[config.mk]
export PLATFORM = sky130hd
export DESIGN_NAME = pce_clock_enable
export DESIGN_NICKNAME = d
export VERILOG_FILES = /design/src/design/pce_pkg.sv /design/src/design/pce_clock_enable.sv
export SDC_FILE = /design/constraint.sdc
export NUM_CORES = 1
export LEC_CHECK = 0
export ABC_AREA = 1
export BUFFER_PORTS_ARGS = -buffer_cell sky130_fd_sc_hd__buf_2
export CORE_MARGIN = 2
export CORE_UTILIZATION = 40
export CTS_CLUSTER_DIAMETER = 200
export DETAILED_ROUTE_END_ITERATION = 8
export GPL_TIMING_DRIVEN = 0
export SYNTH_ARGS = -nofsm -noshare
export SYNTH_HDL_FRONTEND = slang
export SYNTH_SLANG_ARGS = --single-unit
[constraint.sdc]
create_clock -name i_core_clk -period 3.7 [get_ports i_core_clk]
set_clock_uncertainty 0.1 [all_clocks]
set_input_delay 0.185 -clock i_core_clk [delete_from_list [all_inputs] [get_ports i_core_clk]]
set_output_delay 0.185 -clock i_core_clk [all_outputs]
set_load 0.01 [all_outputs]
[src/design/pce_pkg.sv]
// Package: register map, field layout and constants of the clock/enable block
package pce_pkg;
  localparam logic [7:0] ADDR_CLOCK_PRESCALE_AND_JOIN = 8'h40;
  localparam logic [7:0] ADDR_CLOCK_SELECT_AND_POLARITY = 8'h41;
  localparam logic [7:0] ADDR_CHANNEL_ENABLE = 8'h42;
  localparam logic [7:0] ADDR_PRESCALE_COUNTER = 8'h43;
  localparam logic [7:0] ADDR_SCALE_VALUE_ZERO = 8'h44;
  localparam logic [7:0] ADDR_SCALE_COUNTER_ZERO = 8'h45;
  localparam logic [7:0] ADDR_SCALE_VALUE_ONE = 8'h46;
  localparam logic [7:0] ADDR_SCALE_COUNTER_ONE = 8'h47;
  localparam logic [7:0] ADDR_SPECIAL_CONTROL = 8'h55;
  localparam int BIT_JOIN_UPPER = 7;
  localparam int BIT_JOIN_LOWER = 6;
  localparam int FLD_CLK_A_HI = 5;
  localparam int FLD_CLK_A_LO = 3;
  localparam int FLD_CLK_B_HI = 2;
  localparam int FLD_CLK_B_LO = 0;
  localparam int FLD_SEL_LO = 4;
  localparam int BIT_CENTER_ALIGN = 3;
  localparam int BIT_SCALER_LOAD_DISABLE = 5;
  localparam int CHANNELS = 4;
  localparam int PRESCALE_BITS = 7;
  localparam logic [7:0] RESET_BYTE = 8'h00;
  localparam logic [7:0] SCALE_ZERO = 8'h00;
  localparam logic [7:0] READ_IDLE = 8'h00;
endpackage : pce_pkg

[src/design/pce_clock_enable.sv]
// Clock sources, channel join, polarity and enable front end of the PWM unit
`timescale 1ns/100ps
`default_nettype none

// Overview of operation
// - Upper join: ch2 high, ch3 low byte; ch2 pin, ch3 clock; ch3 pin free.
// - Lower join: ch0 high, ch1 low byte; ch0 pin, ch1 clock; ch1 pin free.
// - 3-bit field divides P by two to the field; A for ch0/1, B for ch2/3.
// - Channels 2/3: select 0 picks clock B, 1 picks scaled clock one.
// - Channels 0/1: select 0 picks clock A, 1 picks scaled clock zero.
// - Left-aligned polarity 0 starts low, 1 starts high; duty match flips it.
// - Polarity bits act only in left-aligned mode.
// - Duty counts low time at polarity 0, high time at polarity 1.
// - Enable forces pin output; direction bit kept, rules when cleared.
// - Enable gates the selected clock into the channel.
// - All channels disabled stops the prescaler counter.
// - Clock gating changes only at a clock edge.
// - Waveform appears when the selected clock begins its next cycle.
// - Free 7-bit prescaler counter; readable, writable only in special mode.
// - Scale zero write reloads its counter unless load disable is set.
// - Scaled clock zero is clock A over (value+1), then halved.
// - Scale counter counts down, reloads at zero, readable always.
// - Scaled clock one is clock B over (value+1), then halved.
// - Load disable blocks reload on writes to either scale value.
// - Center-aligned counters count up and down; polarity does not govern.
module pce_clock_enable (
  input wire logic i_core_clk,
  input wire logic i_rstn,
  input wire logic i_ce,
  input wire logic [7:0] i_addr,
  input wire logic [7:0] i_wdata,
  input wire logic i_wr,
  input wire logic i_rd,
  input wire logic i_special_mode_flag,
  input wire logic [3:0] i_port_direction_bits,
  input wire logic [3:0] i_channel_wave,
  output logic [7:0] o_rdata,
  output logic [3:0] o_channel_tick,
  output logic [3:0] o_channel_run,
  output logic [3:0] o_output_polarity,
  output logic [3:0] o_pin_data,
  output logic [3:0] o_pin_oe,
  output logic [3:0] o_pwm_owns_pin,
  output logic o_join_upper_pair,
  output logic o_join_lower_pair,
  output logic o_center_align_select
);

  // ------------------------------------------------------------
  // Reset release
  // ------------------------------------------------------------
  logic rst_meta_reg;
  logic rst_sync_reg;
  always_ff @(posedge i_core_clk or negedge i_rstn) begin
    if (!i_rstn) begin
      rst_meta_reg <= 1'b0;
      rst_sync_reg <= 1'b0;
    end else begin
      rst_meta_reg <= 1'b1;
      rst_sync_reg <= rst_meta_reg;
    end
  end
  wire logic rstn;
  assign rstn = rst_sync_reg;

  // ------------------------------------------------------------
  // Special-mode strap synchroniser
  // ------------------------------------------------------------
  logic special_mode_flag_meta_reg;
  logic special_mode_flag_reg;
  always_ff @(posedge i_core_clk or negedge rstn) begin
    if (!rstn) begin
      special_mode_flag_meta_reg <= 1'b0;
      special_mode_flag_reg <= 1'b0;
    end else if (i_ce) begin
      special_mode_flag_meta_reg <= i_special_mode_flag;
      special_mode_flag_reg <= special_mode_flag_meta_reg;
    end
  end

  // ------------------------------------------------------------
  // Software registers
  // ------------------------------------------------------------
  logic [7:0] clock_prescale_and_join_reg;
  logic [7:0] clock_select_and_polarity_reg;
  logic [3:0] channel_enable_reg;
  logic [7:0] scale_value_zero_reg;
  logic [7:0] scale_value_one_reg;
  logic center_align_reg;
  logic scaler_load_disable_reg;
  logic wr_scale0;
  logic wr_scale1;
  logic load_block;
  assign wr_scale0 = i_wr && (i_addr == pce_pkg::ADDR_SCALE_VALUE_ZERO);
  assign wr_scale1 = i_wr && (i_addr == pce_pkg::ADDR_SCALE_VALUE_ONE);
  assign load_block = special_mode_flag_reg && scaler_load_disable_reg;

  always_ff @(posedge i_core_clk or negedge rstn) begin
    if (!rstn) begin
      clock_prescale_and_join_reg <= pce_pkg::RESET_BYTE;
      clock_select_and_polarity_reg <= pce_pkg::RESET_BYTE;
      channel_enable_reg <= pce_pkg::RESET_BYTE[3:0];
      scale_value_zero_reg <= pce_pkg::RESET_BYTE;
      scale_value_one_reg <= pce_pkg::RESET_BYTE;
      center_align_reg <= 1'b0;
    end else if (i_ce && i_wr) begin
      if (i_addr == pce_pkg::ADDR_CLOCK_PRESCALE_AND_JOIN) begin
        clock_prescale_and_join_reg <= i_wdata;
      end else if (i_addr == pce_pkg::ADDR_CLOCK_SELECT_AND_POLARITY) begin
        clock_select_and_polarity_reg <= i_wdata;
      end else if (i_addr == pce_pkg::ADDR_CHANNEL_ENABLE) begin
        channel_enable_reg <= i_wdata[3:0];
      end else if (i_addr == pce_pkg::ADDR_SCALE_VALUE_ZERO) begin
        scale_value_zero_reg <= i_wdata;
      end else if (i_addr == pce_pkg::ADDR_SCALE_VALUE_ONE) begin
        scale_value_one_reg <= i_wdata;
      end else if (i_addr == pce_pkg::ADDR_SPECIAL_CONTROL) begin
        center_align_reg <= i_wdata[pce_pkg::BIT_CENTER_ALIGN];
      end
    end
  end

  // Load-disable bit exists only in special mode; cleared in normal mode
  always_ff @(posedge i_core_clk or negedge rstn) begin
    if (!rstn) begin
      scaler_load_disable_reg <= 1'b0;
    end else if (i_ce) begin
      if (!special_mode_flag_reg) begin
        scaler_load_disable_reg <= 1'b0;
      end else if (i_wr && i_addr == pce_pkg::ADDR_SPECIAL_CONTROL) begin
        scaler_load_disable_reg <= i_wdata[pce_pkg::BIT_SCALER_LOAD_DISABLE];
      end
    end
  end

  // ------------------------------------------------------------
  // Prescaler and clocks A / B
  // ------------------------------------------------------------
  logic [6:0] prescale_reg;
  logic [6:0] prescale_next;
  logic any_enabled;
  assign any_enabled = |channel_enable_reg;
  assign prescale_next = prescale_reg + 7'h01;

  always_ff @(posedge i_core_clk or negedge rstn) begin
    if (!rstn) begin
      prescale_reg <= 7'h00;
    end else if (i_ce) begin
      if (special_mode_flag_reg && i_wr && i_addr == pce_pkg::ADDR_PRESCALE_COUNTER) begin
        prescale_reg <= i_wdata[6:0];
      end else if (any_enabled) begin
        prescale_reg <= prescale_next;
      end
    end
  end

  // Tap k ticks when the low k bits roll over: one P cycle in 2**k
  logic [7:0] tap_tick;
  assign tap_tick[0] = any_enabled;
  genvar gk;
  generate
    for (gk = 1; gk < 8; gk++) begin : g_tap
      assign tap_tick[gk] = any_enabled && (&prescale_reg[gk-1:0]);
    end
  endgenerate

  logic [2:0] div_a;
  logic [2:0] div_b;
  logic tick_a;
  logic tick_b;
  assign div_a = clock_prescale_and_join_reg[pce_pkg::FLD_CLK_A_HI:
                                             pce_pkg::FLD_CLK_A_LO];
  assign div_b = clock_prescale_and_join_reg[pce_pkg::FLD_CLK_B_HI:
                                             pce_pkg::FLD_CLK_B_LO];
  assign tick_a = tap_tick[div_a];
  assign tick_b = tap_tick[div_b];

  // ------------------------------------------------------------
  // Scalers: down-counter plus halving toggle
  // ------------------------------------------------------------
  logic [7:0] scnt0_reg;
  logic [7:0] scnt1_reg;
  logic half0_reg;
  logic half1_reg;
  logic tick_s0;
  logic tick_s1;
  assign tick_s0 = tick_a && (scnt0_reg == pce_pkg::SCALE_ZERO) && half0_reg;
  assign tick_s1 = tick_b && (scnt1_reg == pce_pkg::SCALE_ZERO) && half1_reg;

  always_ff @(posedge i_core_clk or negedge rstn) begin
    if (!rstn) begin
      scnt0_reg <= pce_pkg::RESET_BYTE;
      half0_reg <= 1'b0;
    end else if (i_ce) begin
      if (wr_scale0 && !load_block) begin
        scnt0_reg <= i_wdata;
      end else if (tick_a) begin
        if (scnt0_reg == pce_pkg::SCALE_ZERO) begin
          scnt0_reg <= scale_value_zero_reg;
          half0_reg <= ~half0_reg;
        end else begin
          scnt0_reg <= scnt0_reg - 8'h01;
        end
      end
    end
  end

  always_ff @(posedge i_core_clk or negedge rstn) begin
    if (!rstn) begin
      scnt1_reg <= pce_pkg::RESET_BYTE;
      half1_reg <= 1'b0;
    end else if (i_ce) begin
      if (wr_scale1 && !load_block) begin
        scnt1_reg <= i_wdata;
      end else if (tick_b) begin
        if (scnt1_reg == pce_pkg::SCALE_ZERO) begin
          scnt1_reg <= scale_value_one_reg;
          half1_reg <= ~half1_reg;
        end else begin
          scnt1_reg <= scnt1_reg - 8'h01;
        end
      end
    end
  end

  // ------------------------------------------------------------
  // Per-channel clock select, gating and pin control
  // ------------------------------------------------------------
  logic [3:0] sel_tick;
  logic [3:0] eff_sel;
  logic [3:0] run_reg;
  logic [3:0] run_next;
  logic [3:0] pin_active;
  // Joined pair counts on the low-byte channel's clock (ch1 or ch3)
  assign eff_sel[0] = clock_select_and_polarity_reg[pce_pkg::FLD_SEL_LO + (
    clock_prescale_and_join_reg[pce_pkg::BIT_JOIN_LOWER] ? 1 : 0)];
  assign eff_sel[1] = clock_select_and_polarity_reg[pce_pkg::FLD_SEL_LO + 1];
  assign eff_sel[2] = clock_select_and_polarity_reg[pce_pkg::FLD_SEL_LO + (
    clock_prescale_and_join_reg[pce_pkg::BIT_JOIN_UPPER] ? 3 : 2)];
  assign eff_sel[3] = clock_select_and_polarity_reg[pce_pkg::FLD_SEL_LO + 3];
  assign pin_active[0] = channel_enable_reg[0];
  assign pin_active[1] = channel_enable_reg[1] &&
    !clock_prescale_and_join_reg[pce_pkg::BIT_JOIN_LOWER];
  assign pin_active[2] = channel_enable_reg[2];
  assign pin_active[3] = channel_enable_reg[3] &&
    !clock_prescale_and_join_reg[pce_pkg::BIT_JOIN_UPPER];

  genvar gc;
  generate
    for (gc = 0; gc < pce_pkg::CHANNELS; gc++) begin : g_chan
      if (gc < 2) begin : g_lo
        assign sel_tick[gc] = eff_sel[gc] ? tick_s0 : tick_a;
      end else begin : g_hi
        assign sel_tick[gc] = eff_sel[gc] ? tick_s1 : tick_b;
      end
      // Enabling tick counts, so the channel starts on that source edge
      assign run_next[gc] = channel_enable_reg[gc] &&
                            (run_reg[gc] || sel_tick[gc]);

      // Run flag rises only on a source tick and drops as soon as enable clears, so no partial clock gets out
      always_ff @(posedge i_core_clk or negedge rstn) begin
        if (!rstn) begin
          run_reg[gc] <= 1'b0;
        end else if (i_ce) begin
          if (!channel_enable_reg[gc]) begin
            run_reg[gc] <= 1'b0;
          end else if (sel_tick[gc]) begin
            run_reg[gc] <= 1'b1;
          end
        end
      end

      always_ff @(posedge i_core_clk or negedge rstn) begin
        if (!rstn) begin
          o_channel_tick[gc] <= 1'b0;
          o_pin_oe[gc] <= 1'b0;
          o_pin_data[gc] <= 1'b0;
          o_pwm_owns_pin[gc] <= 1'b0;
        end else if (i_ce) begin
          o_channel_tick[gc] <= run_next[gc] && sel_tick[gc];
          o_pwm_owns_pin[gc] <= pin_active[gc];
          o_pin_oe[gc] <= pin_active[gc] || i_port_direction_bits[gc];
          // Wave shows only once the run flag is up
          o_pin_data[gc] <= pin_active[gc] && run_reg[gc] &&
                            i_channel_wave[gc];
        end
      end
    end
  endgenerate

  // ------------------------------------------------------------
  // Mode outputs to the channel counters
  // ------------------------------------------------------------
  always_ff @(posedge i_core_clk or negedge rstn) begin
    if (!rstn) begin
      o_channel_run <= 4'h0;
      o_output_polarity <= 4'h0;
      o_join_upper_pair <= 1'b0;
      o_join_lower_pair <= 1'b0;
      o_center_align_select <= 1'b0;
    end else if (i_ce) begin
      o_channel_run <= run_next;
      // Counter polarity: 0 starts low, duty counts low time
      o_output_polarity <= center_align_reg ? 4'h0 :
        clock_select_and_polarity_reg[3:0];
      o_join_upper_pair <=
        clock_prescale_and_join_reg[pce_pkg::BIT_JOIN_UPPER];
      o_join_lower_pair <=
        clock_prescale_and_join_reg[pce_pkg::BIT_JOIN_LOWER];
      o_center_align_select <= center_align_reg;
    end
  end

  // ------------------------------------------------------------
  // Read port
  // ------------------------------------------------------------
  always_ff @(posedge i_core_clk or negedge rstn) begin
    if (!rstn) begin
      o_rdata <= pce_pkg::READ_IDLE;
    end else if (i_ce) begin
      if (!i_rd) begin
        o_rdata <= pce_pkg::READ_IDLE;
      end else if (i_addr == pce_pkg::ADDR_CLOCK_PRESCALE_AND_JOIN) begin
        o_rdata <= clock_prescale_and_join_reg;
      end else if (i_addr == pce_pkg::ADDR_CLOCK_SELECT_AND_POLARITY) begin
        o_rdata <= clock_select_and_polarity_reg;
      end else if (i_addr == pce_pkg::ADDR_CHANNEL_ENABLE) begin
        o_rdata <= {4'h0, channel_enable_reg};
      end else if (i_addr == pce_pkg::ADDR_PRESCALE_COUNTER) begin
        o_rdata <= {1'b0, prescale_reg};
      end else if (i_addr == pce_pkg::ADDR_SCALE_VALUE_ZERO) begin
        o_rdata <= scale_value_zero_reg;
      end else if (i_addr == pce_pkg::ADDR_SCALE_COUNTER_ZERO) begin
        o_rdata <= scnt0_reg;
      end else if (i_addr == pce_pkg::ADDR_SCALE_VALUE_ONE) begin
        o_rdata <= scale_value_one_reg;
      end else if (i_addr == pce_pkg::ADDR_SCALE_COUNTER_ONE) begin
        o_rdata <= scnt1_reg;
      end else if (i_addr == pce_pkg::ADDR_SPECIAL_CONTROL) begin
        o_rdata <= {2'b00, scaler_load_disable_reg, 1'b0, center_align_reg,
                    3'b000};
      end else begin
        o_rdata <= pce_pkg::READ_IDLE;
      end
    end
  end

endmodule : pce_clock_enable
`default_nettype wire

# == Yosys cells after proc, flatten, opt, wreduce, memory -nomap -nowiden ==
# Index checks and enable logic that the tools add are counted.
# totals
ff_bits,106
latch_bits,0
ram_bits,0
mem_bits_ro,0
inputBits,30
out_inout_bits,35
word_cells,196
memories,0
# classes
addsub,5
n_mul,0
div_mod_pow,0
magnitude_cmp,4
n_eq_ne,14
shifts,0
n_mux,45
bitwise,9
n_reduce_logical,77
# ops
op,n
2-to-1 mux 8 bit,15
"equality test 8 x 7 -> 1 bit, second input constant",9
logical AND 1 bit,38
2-to-1 mux 1 bit,22
AND reduction 2 bit,10
zero test 8 bit,2
AND reduction 4 bit,4
"subtractor 8 x 1 -> 8 bit, second input constant",2
2-to-1 mux 7 bit,2
AND reduction 7 bit,2
binary-select mux 1 bit (select 3 bit),4
AND reduction 6 bit,2
"!= test 2 x 1 -> 1 bit, second input constant",5
AND reduction 5 bit,2
inverter 1 bit,9
logical OR 1 bit,8
"less-than comparator 3 x 4 -> 1 bit, second input constant",2
"less-than comparator 4 bit, second input constant",2
"adder 7 x 1 -> 7 bit, second input constant",1
2-to-1 mux 6 bit,1
AND reduction 3 bit,2
nonzero test 2 bit,3
"adder 3 x 1 -> 4 bit, first input constant",1
"adder 3 x 2 -> 4 bit, first input constant",1
other kinds (3),5

# == Longest topological paths before layout ==
# logic_depth
word_depth,11
depth_mapped,14
ltp_nobuf,13

# == Worst setup path after synthesis ==
# OpenSTA, ideal clock, no wires.
# synth_path
kind,reg-to-reg
from,reg prescale_reg[1]
to,reg scnt1_reg[5]
setup_ns,0.122
t_arrival_ns,1.587
t_required_ns,3.478
setup_slack_ns,1.891
stages_incl_launch_ff,15
path_buffers,1
synth_period_minus_slack_ns,1.809
cell_sequence,dfrtp_1 -> ha_1 -> nand3_1 -> inv_1 -> ha_1 -> nand2_1 -> a21oi_1 -> nand2_1 -> nand2_2 -> nand2_2 -> nand2_2 -> nand2_4 -> buf_6 -> nand2_1 -> o21ai_2
# synth_between
elab_chain_cells,6
elab_cells_between_ends,16
classes_between,2 x mux; 14 x reduce/logical
# synth_rtl
element,line,rtl
start: declaration,pce_clock_enable.sv:139,logic [6:0] prescale_reg;
start signal: assignment,pce_clock_enable.sv:150,prescale_reg <= i_wdata[6:0];
start signal: assignment,pce_clock_enable.sv:152,prescale_reg <= prescale_next;
"AND reduction 7 bit, or another cell as far along",pce_clock_enable.sv:163,assign tap_tick[gk] = any_enabled && (&prescale_reg[gk-1:0]);
logical AND 1 bit,pce_clock_enable.sv:163,
binary-select mux 1 bit (select 3 bit) *,pce_clock_enable.sv:176,assign tick_b = tap_tick[div_b];
2-to-1 mux 1 bit (not written as such) *,pce_clock_enable.sv:176,
nonzero test 2 bit (no line) *,-,
AND reduction 2 bit (no line) *,-,
end signal: assignment,pce_clock_enable.sv:210,scnt1_reg <= pce_pkg::RESET_BYTE;
end signal: assignment,pce_clock_enable.sv:214,scnt1_reg <= i_wdata;
end signal: assignment,pce_clock_enable.sv:217,scnt1_reg <= scale_value_one_reg;
end: declaration,pce_clock_enable.sv:182,logic [7:0] scnt1_reg;
# Mark *: on every way between the ends. The rest lies on a longest branch, timed or not. The select of a mux whose other input is x is not followed.
# A chain may end at the register's enable or synchronous reset.

# == Worst setup path in the final report ==
# layout_path
from,reg prescale_reg[1]
to,reg o_channel_tick[0]
# layout_between
elab_chain_cells,10
elab_cells_between_ends,20
classes_between,3 x mux; 17 x reduce/logical
# layout_rtl
element,line,rtl
"AND reduction 7 bit, or another cell as far along",pce_clock_enable.sv:163,
logical AND 1 bit,pce_clock_enable.sv:163,
binary-select mux 1 bit (select 3 bit) *,pce_clock_enable.sv:175,assign tick_a = tap_tick[div_a];
2-to-1 mux 1 bit (not written as such) *,pce_clock_enable.sv:175,
logical AND 1 bit (2 in a row),pce_clock_enable.sv:187,assign tick_s0 = tick_a && (scnt0_reg == pce_pkg::SCALE_ZERO) && half0_reg;
2-to-1 mux 1 bit *,pce_clock_enable.sv:252,assign sel_tick[gc] = eff_sel[gc] ? tick_s0 : tick_a;
logical OR 1 bit,pce_clock_enable.sv:258,(run_reg[gc] || sel_tick[gc]);
logical AND 1 bit,pce_clock_enable.sv:257,assign run_next[gc] = channel_enable_reg[gc] &&
logical AND 1 bit *,pce_clock_enable.sv:280,o_channel_tick[gc] <= run_next[gc] && sel_tick[gc];
end signal: indexed assignment,pce_clock_enable.sv:280,
end: declaration,pce_clock_enable.sv:38,"output logic [3:0] o_channel_tick,"
# Marks and branches as above.

==> results.sh <==
export IMPL_cts_clk_slew_worst_paths_ns=0.08
export IMPL_powerDensity_mw_per_mm2=494
export IMPL_syn_to_final_growth_pct=15.9
export IMPL_wire_per_inst_um=15.8
export IMPL_insertion_delay_ns=0.36
export IMPL_ys_warn_count=0
export IMPL_crit_path_max_fanout=4
export IMPL_overflow=0
export IMPL_post_cts_resized=0
export IMPL_drt_total_wl_mm=16.8
export IMPL_critPathRequiredTime_ns=3.90
export IMPL_yosysSeqAreaShare_pct=45.5
export IMPL_grt_pass1_vias=4984
export IMPL_pwr_share_clk_pct=28.1
export IMPL_ys_flop_type="dfrtp_1"
export IMPL_first_pass_iters=5
export IMPL_synthCells=791
export IMPL_peakVddDrop_uv=255
export IMPL_hp_class="primary input to register"
export IMPL_synthArstFlopShare_pct=100
export IMPL_die_h_um=125
export IMPL_vias_per_cell=5.02
export IMPL_synth_cell_area_mm2=0.00582
export IMPL_initial_utilization_pct=40.5
export IMPL_syn_mean_instance_area_um2=7.36
export IMPL_setup_violations=0
export IMPL_post_dp_hpwl_mm=12.3
export IMPL_combPwrFrac_pct=27.8
export IMPL_synth_common_cells="284 x nand2_1, 106 x dfrtp_1, 102 x o21ai_0"
export IMPL_fin_crit_sh_pct=59.2
export IMPL_drv_slew=0
export IMPL_max_cap_viol_count=0
export IMPL_power_internal_w=0.00212
export IMPL_cts_tree="done"
export IMPL_synth_largest_area_cell="dfrtp_1"
export IMPL_nets=911
export IMPL_outcome="complete, but fails checks"
export IMPL_ctsHtreeMaxLevel=3
export IMPL_hold_ws_ns=-0.00255
export IMPL_power_switching_w=0.00122
export IMPL_max_freq_mhz=457
export IMPL_antennaDiodeCount=0
export IMPL_antenna_found_initial=0
export IMPL_syn_nets=828
export IMPL_numCtsBuffers=9
export IMPL_seq_power_share_pct=44.1
export IMPL_final_cells=1063
export IMPL_synth_seq_cells=106
export IMPL_fp_dieArea_mm2=0.0155
export IMPL_post_route_drc_count=0
export IMPL_vias=5339
export IMPL_violations="negative hold slack"
export IMPL_startpoint_type="register"
export IMPL_p_leak_nw=3.64
export IMPL_track_usage_pct=22.5
export IMPL_rsz0062_at_grt="no"
export IMPL_max_slew_margin_pct=53.8
export IMPL_cts_sinks=106
export IMPL_finalPower_w=0.00334
export IMPL_fin_crit_ns=2.19
export IMPL_die_w_um=125
export IMPL_drt_iter0_drc=538
export IMPL_post_cts_setup_buffers=0
export IMPL_drive_above_1_share_pct=14.3
export IMPL_placed_cells=1040
export IMPL_ys_top_cells_by_area="dfrtp_1 46%, nand2_1 18%, o21ai_0 8.8%, inv_1 5.2%, nor2_1 4.0%"
export IMPL_end_kind="register"
export IMPL_synth_edf_count=0
export IMPL_globalplace_congestion=0.954
export IMPL_worstMarginPinSlew_ns=0.693
export IMPL_grt_max_degree=57
export IMPL_grt_pass1_wl_mm=27.5
export IMPL_num_rows=44
export IMPL_tns_ns=0
export IMPL_cp_arrival_ns=2.39
export IMPL_final_antenna_net_count=0
export IMPL_numPortBuffers=64
export IMPL_worstSetupPathType="register to register"
export IMPL_synth_distinct_cells=42
export IMPL_cts_root_buffer="clkbuf_16"
export IMPL_core_area_mm2=0.0144
export IMPL_p_sw_share_pct=36.4
export IMPL_synth_top_area_share_pct=45.5
export IMPL_yosysMostFrequentCell="nand2_1"
export IMPL_cts_path_max_buffers=2
export IMPL_io_pins=65
export IMPL_final_hold_viol_count=1
==> power groups by stage <==
stage | clock, W | combinational [W] | sequential, W
6_report | 0.000936 | 0.000928 | 0.00147
5_1_grt | 0.000996 | 0.00109 | 0.00149
4_1_cts | 0.000950 | 0.000923 | 0.00147
3_5_place_dp | 0 | 0.000910 | 0.00149
3_3_place_gp | 0 | 0.000888 | 0.00150
2_1_floorplan | 0 | 0.000697 | 0.00145
==> cells in the final DEF, fill, tap and decap left out, types with 7 or more instances in the layout <==
| cell | netlist | final |
|---|---|---|
| inv_1 | 81 | 81 |
| o21ai_0 | 102 | 102 |
| nand3_1 | 28 | 28 |
| nand2_1 | 284 | 284 |
| clkbuf_16 | 0 | 9 |
| nor2_1 | 62 | 62 |
| a21oi_1 | 17 | 17 |
| ha_1 | 7 | 7 |
| dlygate4sd3_1 | 0 | 7 |
| buf_2 | 4 | 68 |
| nand2_2 | 9 | 9 |
| dfrtp_1 | 106 | 105 |
| o21ai_1 | 11 | 11 |
| xor2_1 | 8 | 8 |
| clkbuf_1 | 9 | 10 |
==> cell families after synthesis <==
family          Yosys count  share of synthesized area, %
compound gates          156                          15.1
xor+xnor                  8                          1.20
fa+ha+maj                 7                          1.50
buf+inv                 107                          7.50
flops                   106                          45.5
other cells               1                        0.0644
simple gates            406                          29.1
==> repair_timing <==
item / 4_1_cts / 5_1_grt
endpoints found under the setup margin: 0 / 0
endpoints found under the hold margin: 8 / 0
hold buffers: 7 / 0
==> metal layers <==
layer	track usage, %	share of wire (%)	up-vias
met5	0	0	-
met4	6.74	2.0	0
met3	3.99	5.9	21
met2	32.2	43	145
met1	34.5	49	2482
li1	-	-	2691
==> final cells by class <==
type | count | area, µm²
Timing Repair Buffer | 72 | 418
Sequential cell | 106 | 2660
Multi-Input combinational cell | 578 | 2740
Inverter | 90 | 342
Clock buffer | 10 | 229
Buffer | 17 | 95.1
Tap cell | 184 | 230
Clock inverter | 6 | 47.5
Fill cell | 1492 | 7620
==> worst max-delay path, cell delays in order, from the launching register on <==
cell	delay (ns)
dfrtp_1	0.44
ha_1	0.23
nand3_1	0.10
nor2_1	0.17
nand2_1	0.12
o21ai_1	0.13
inv_1	0.05
nand2_1	0.14
nand2_2	0.12
o21ai_0	0.29
nand2_1	0.15
nand2_1	0.09
==> final timing paths <==
kind                              startpoint                    to  slack, ns  cells after the start
max reg2reg                  prescale_reg[1]     o_channel_tick[0]       1.51                     11
max                          prescale_reg[1]     o_channel_tick[0]       1.51                     11
min in group asynchronous             i_rstn          rst_sync_reg       0.03                      2
min                        i_channel_wave[3]         o_pin_data[3]     -0.003                      3
max in group asynchronous       rst_sync_reg  o_output_polarity[2]       2.52                      1
min reg2reg                     rst_meta_reg          rst_sync_reg       0.26                      0
==> stage by stage <==
step | utilization, % | hold slack [ns] | area, µm² | setup WS (ns)
floorplan | - | -0.211 | 5820 | 0.429
global placement | 44.4 | -0.130 | 6370 | -0.906
detailed placement | 44.6 | -0.126 | 6410 | 1.53
CTS | 47.0 | 0.00323 | 6750 | 1.51
global route | 47.0 | 0.00832 | 6750 | 1.27
finish | 47.0 | -0.00255 | 6750 | 1.51
Power figures use the tool's default switching activity.
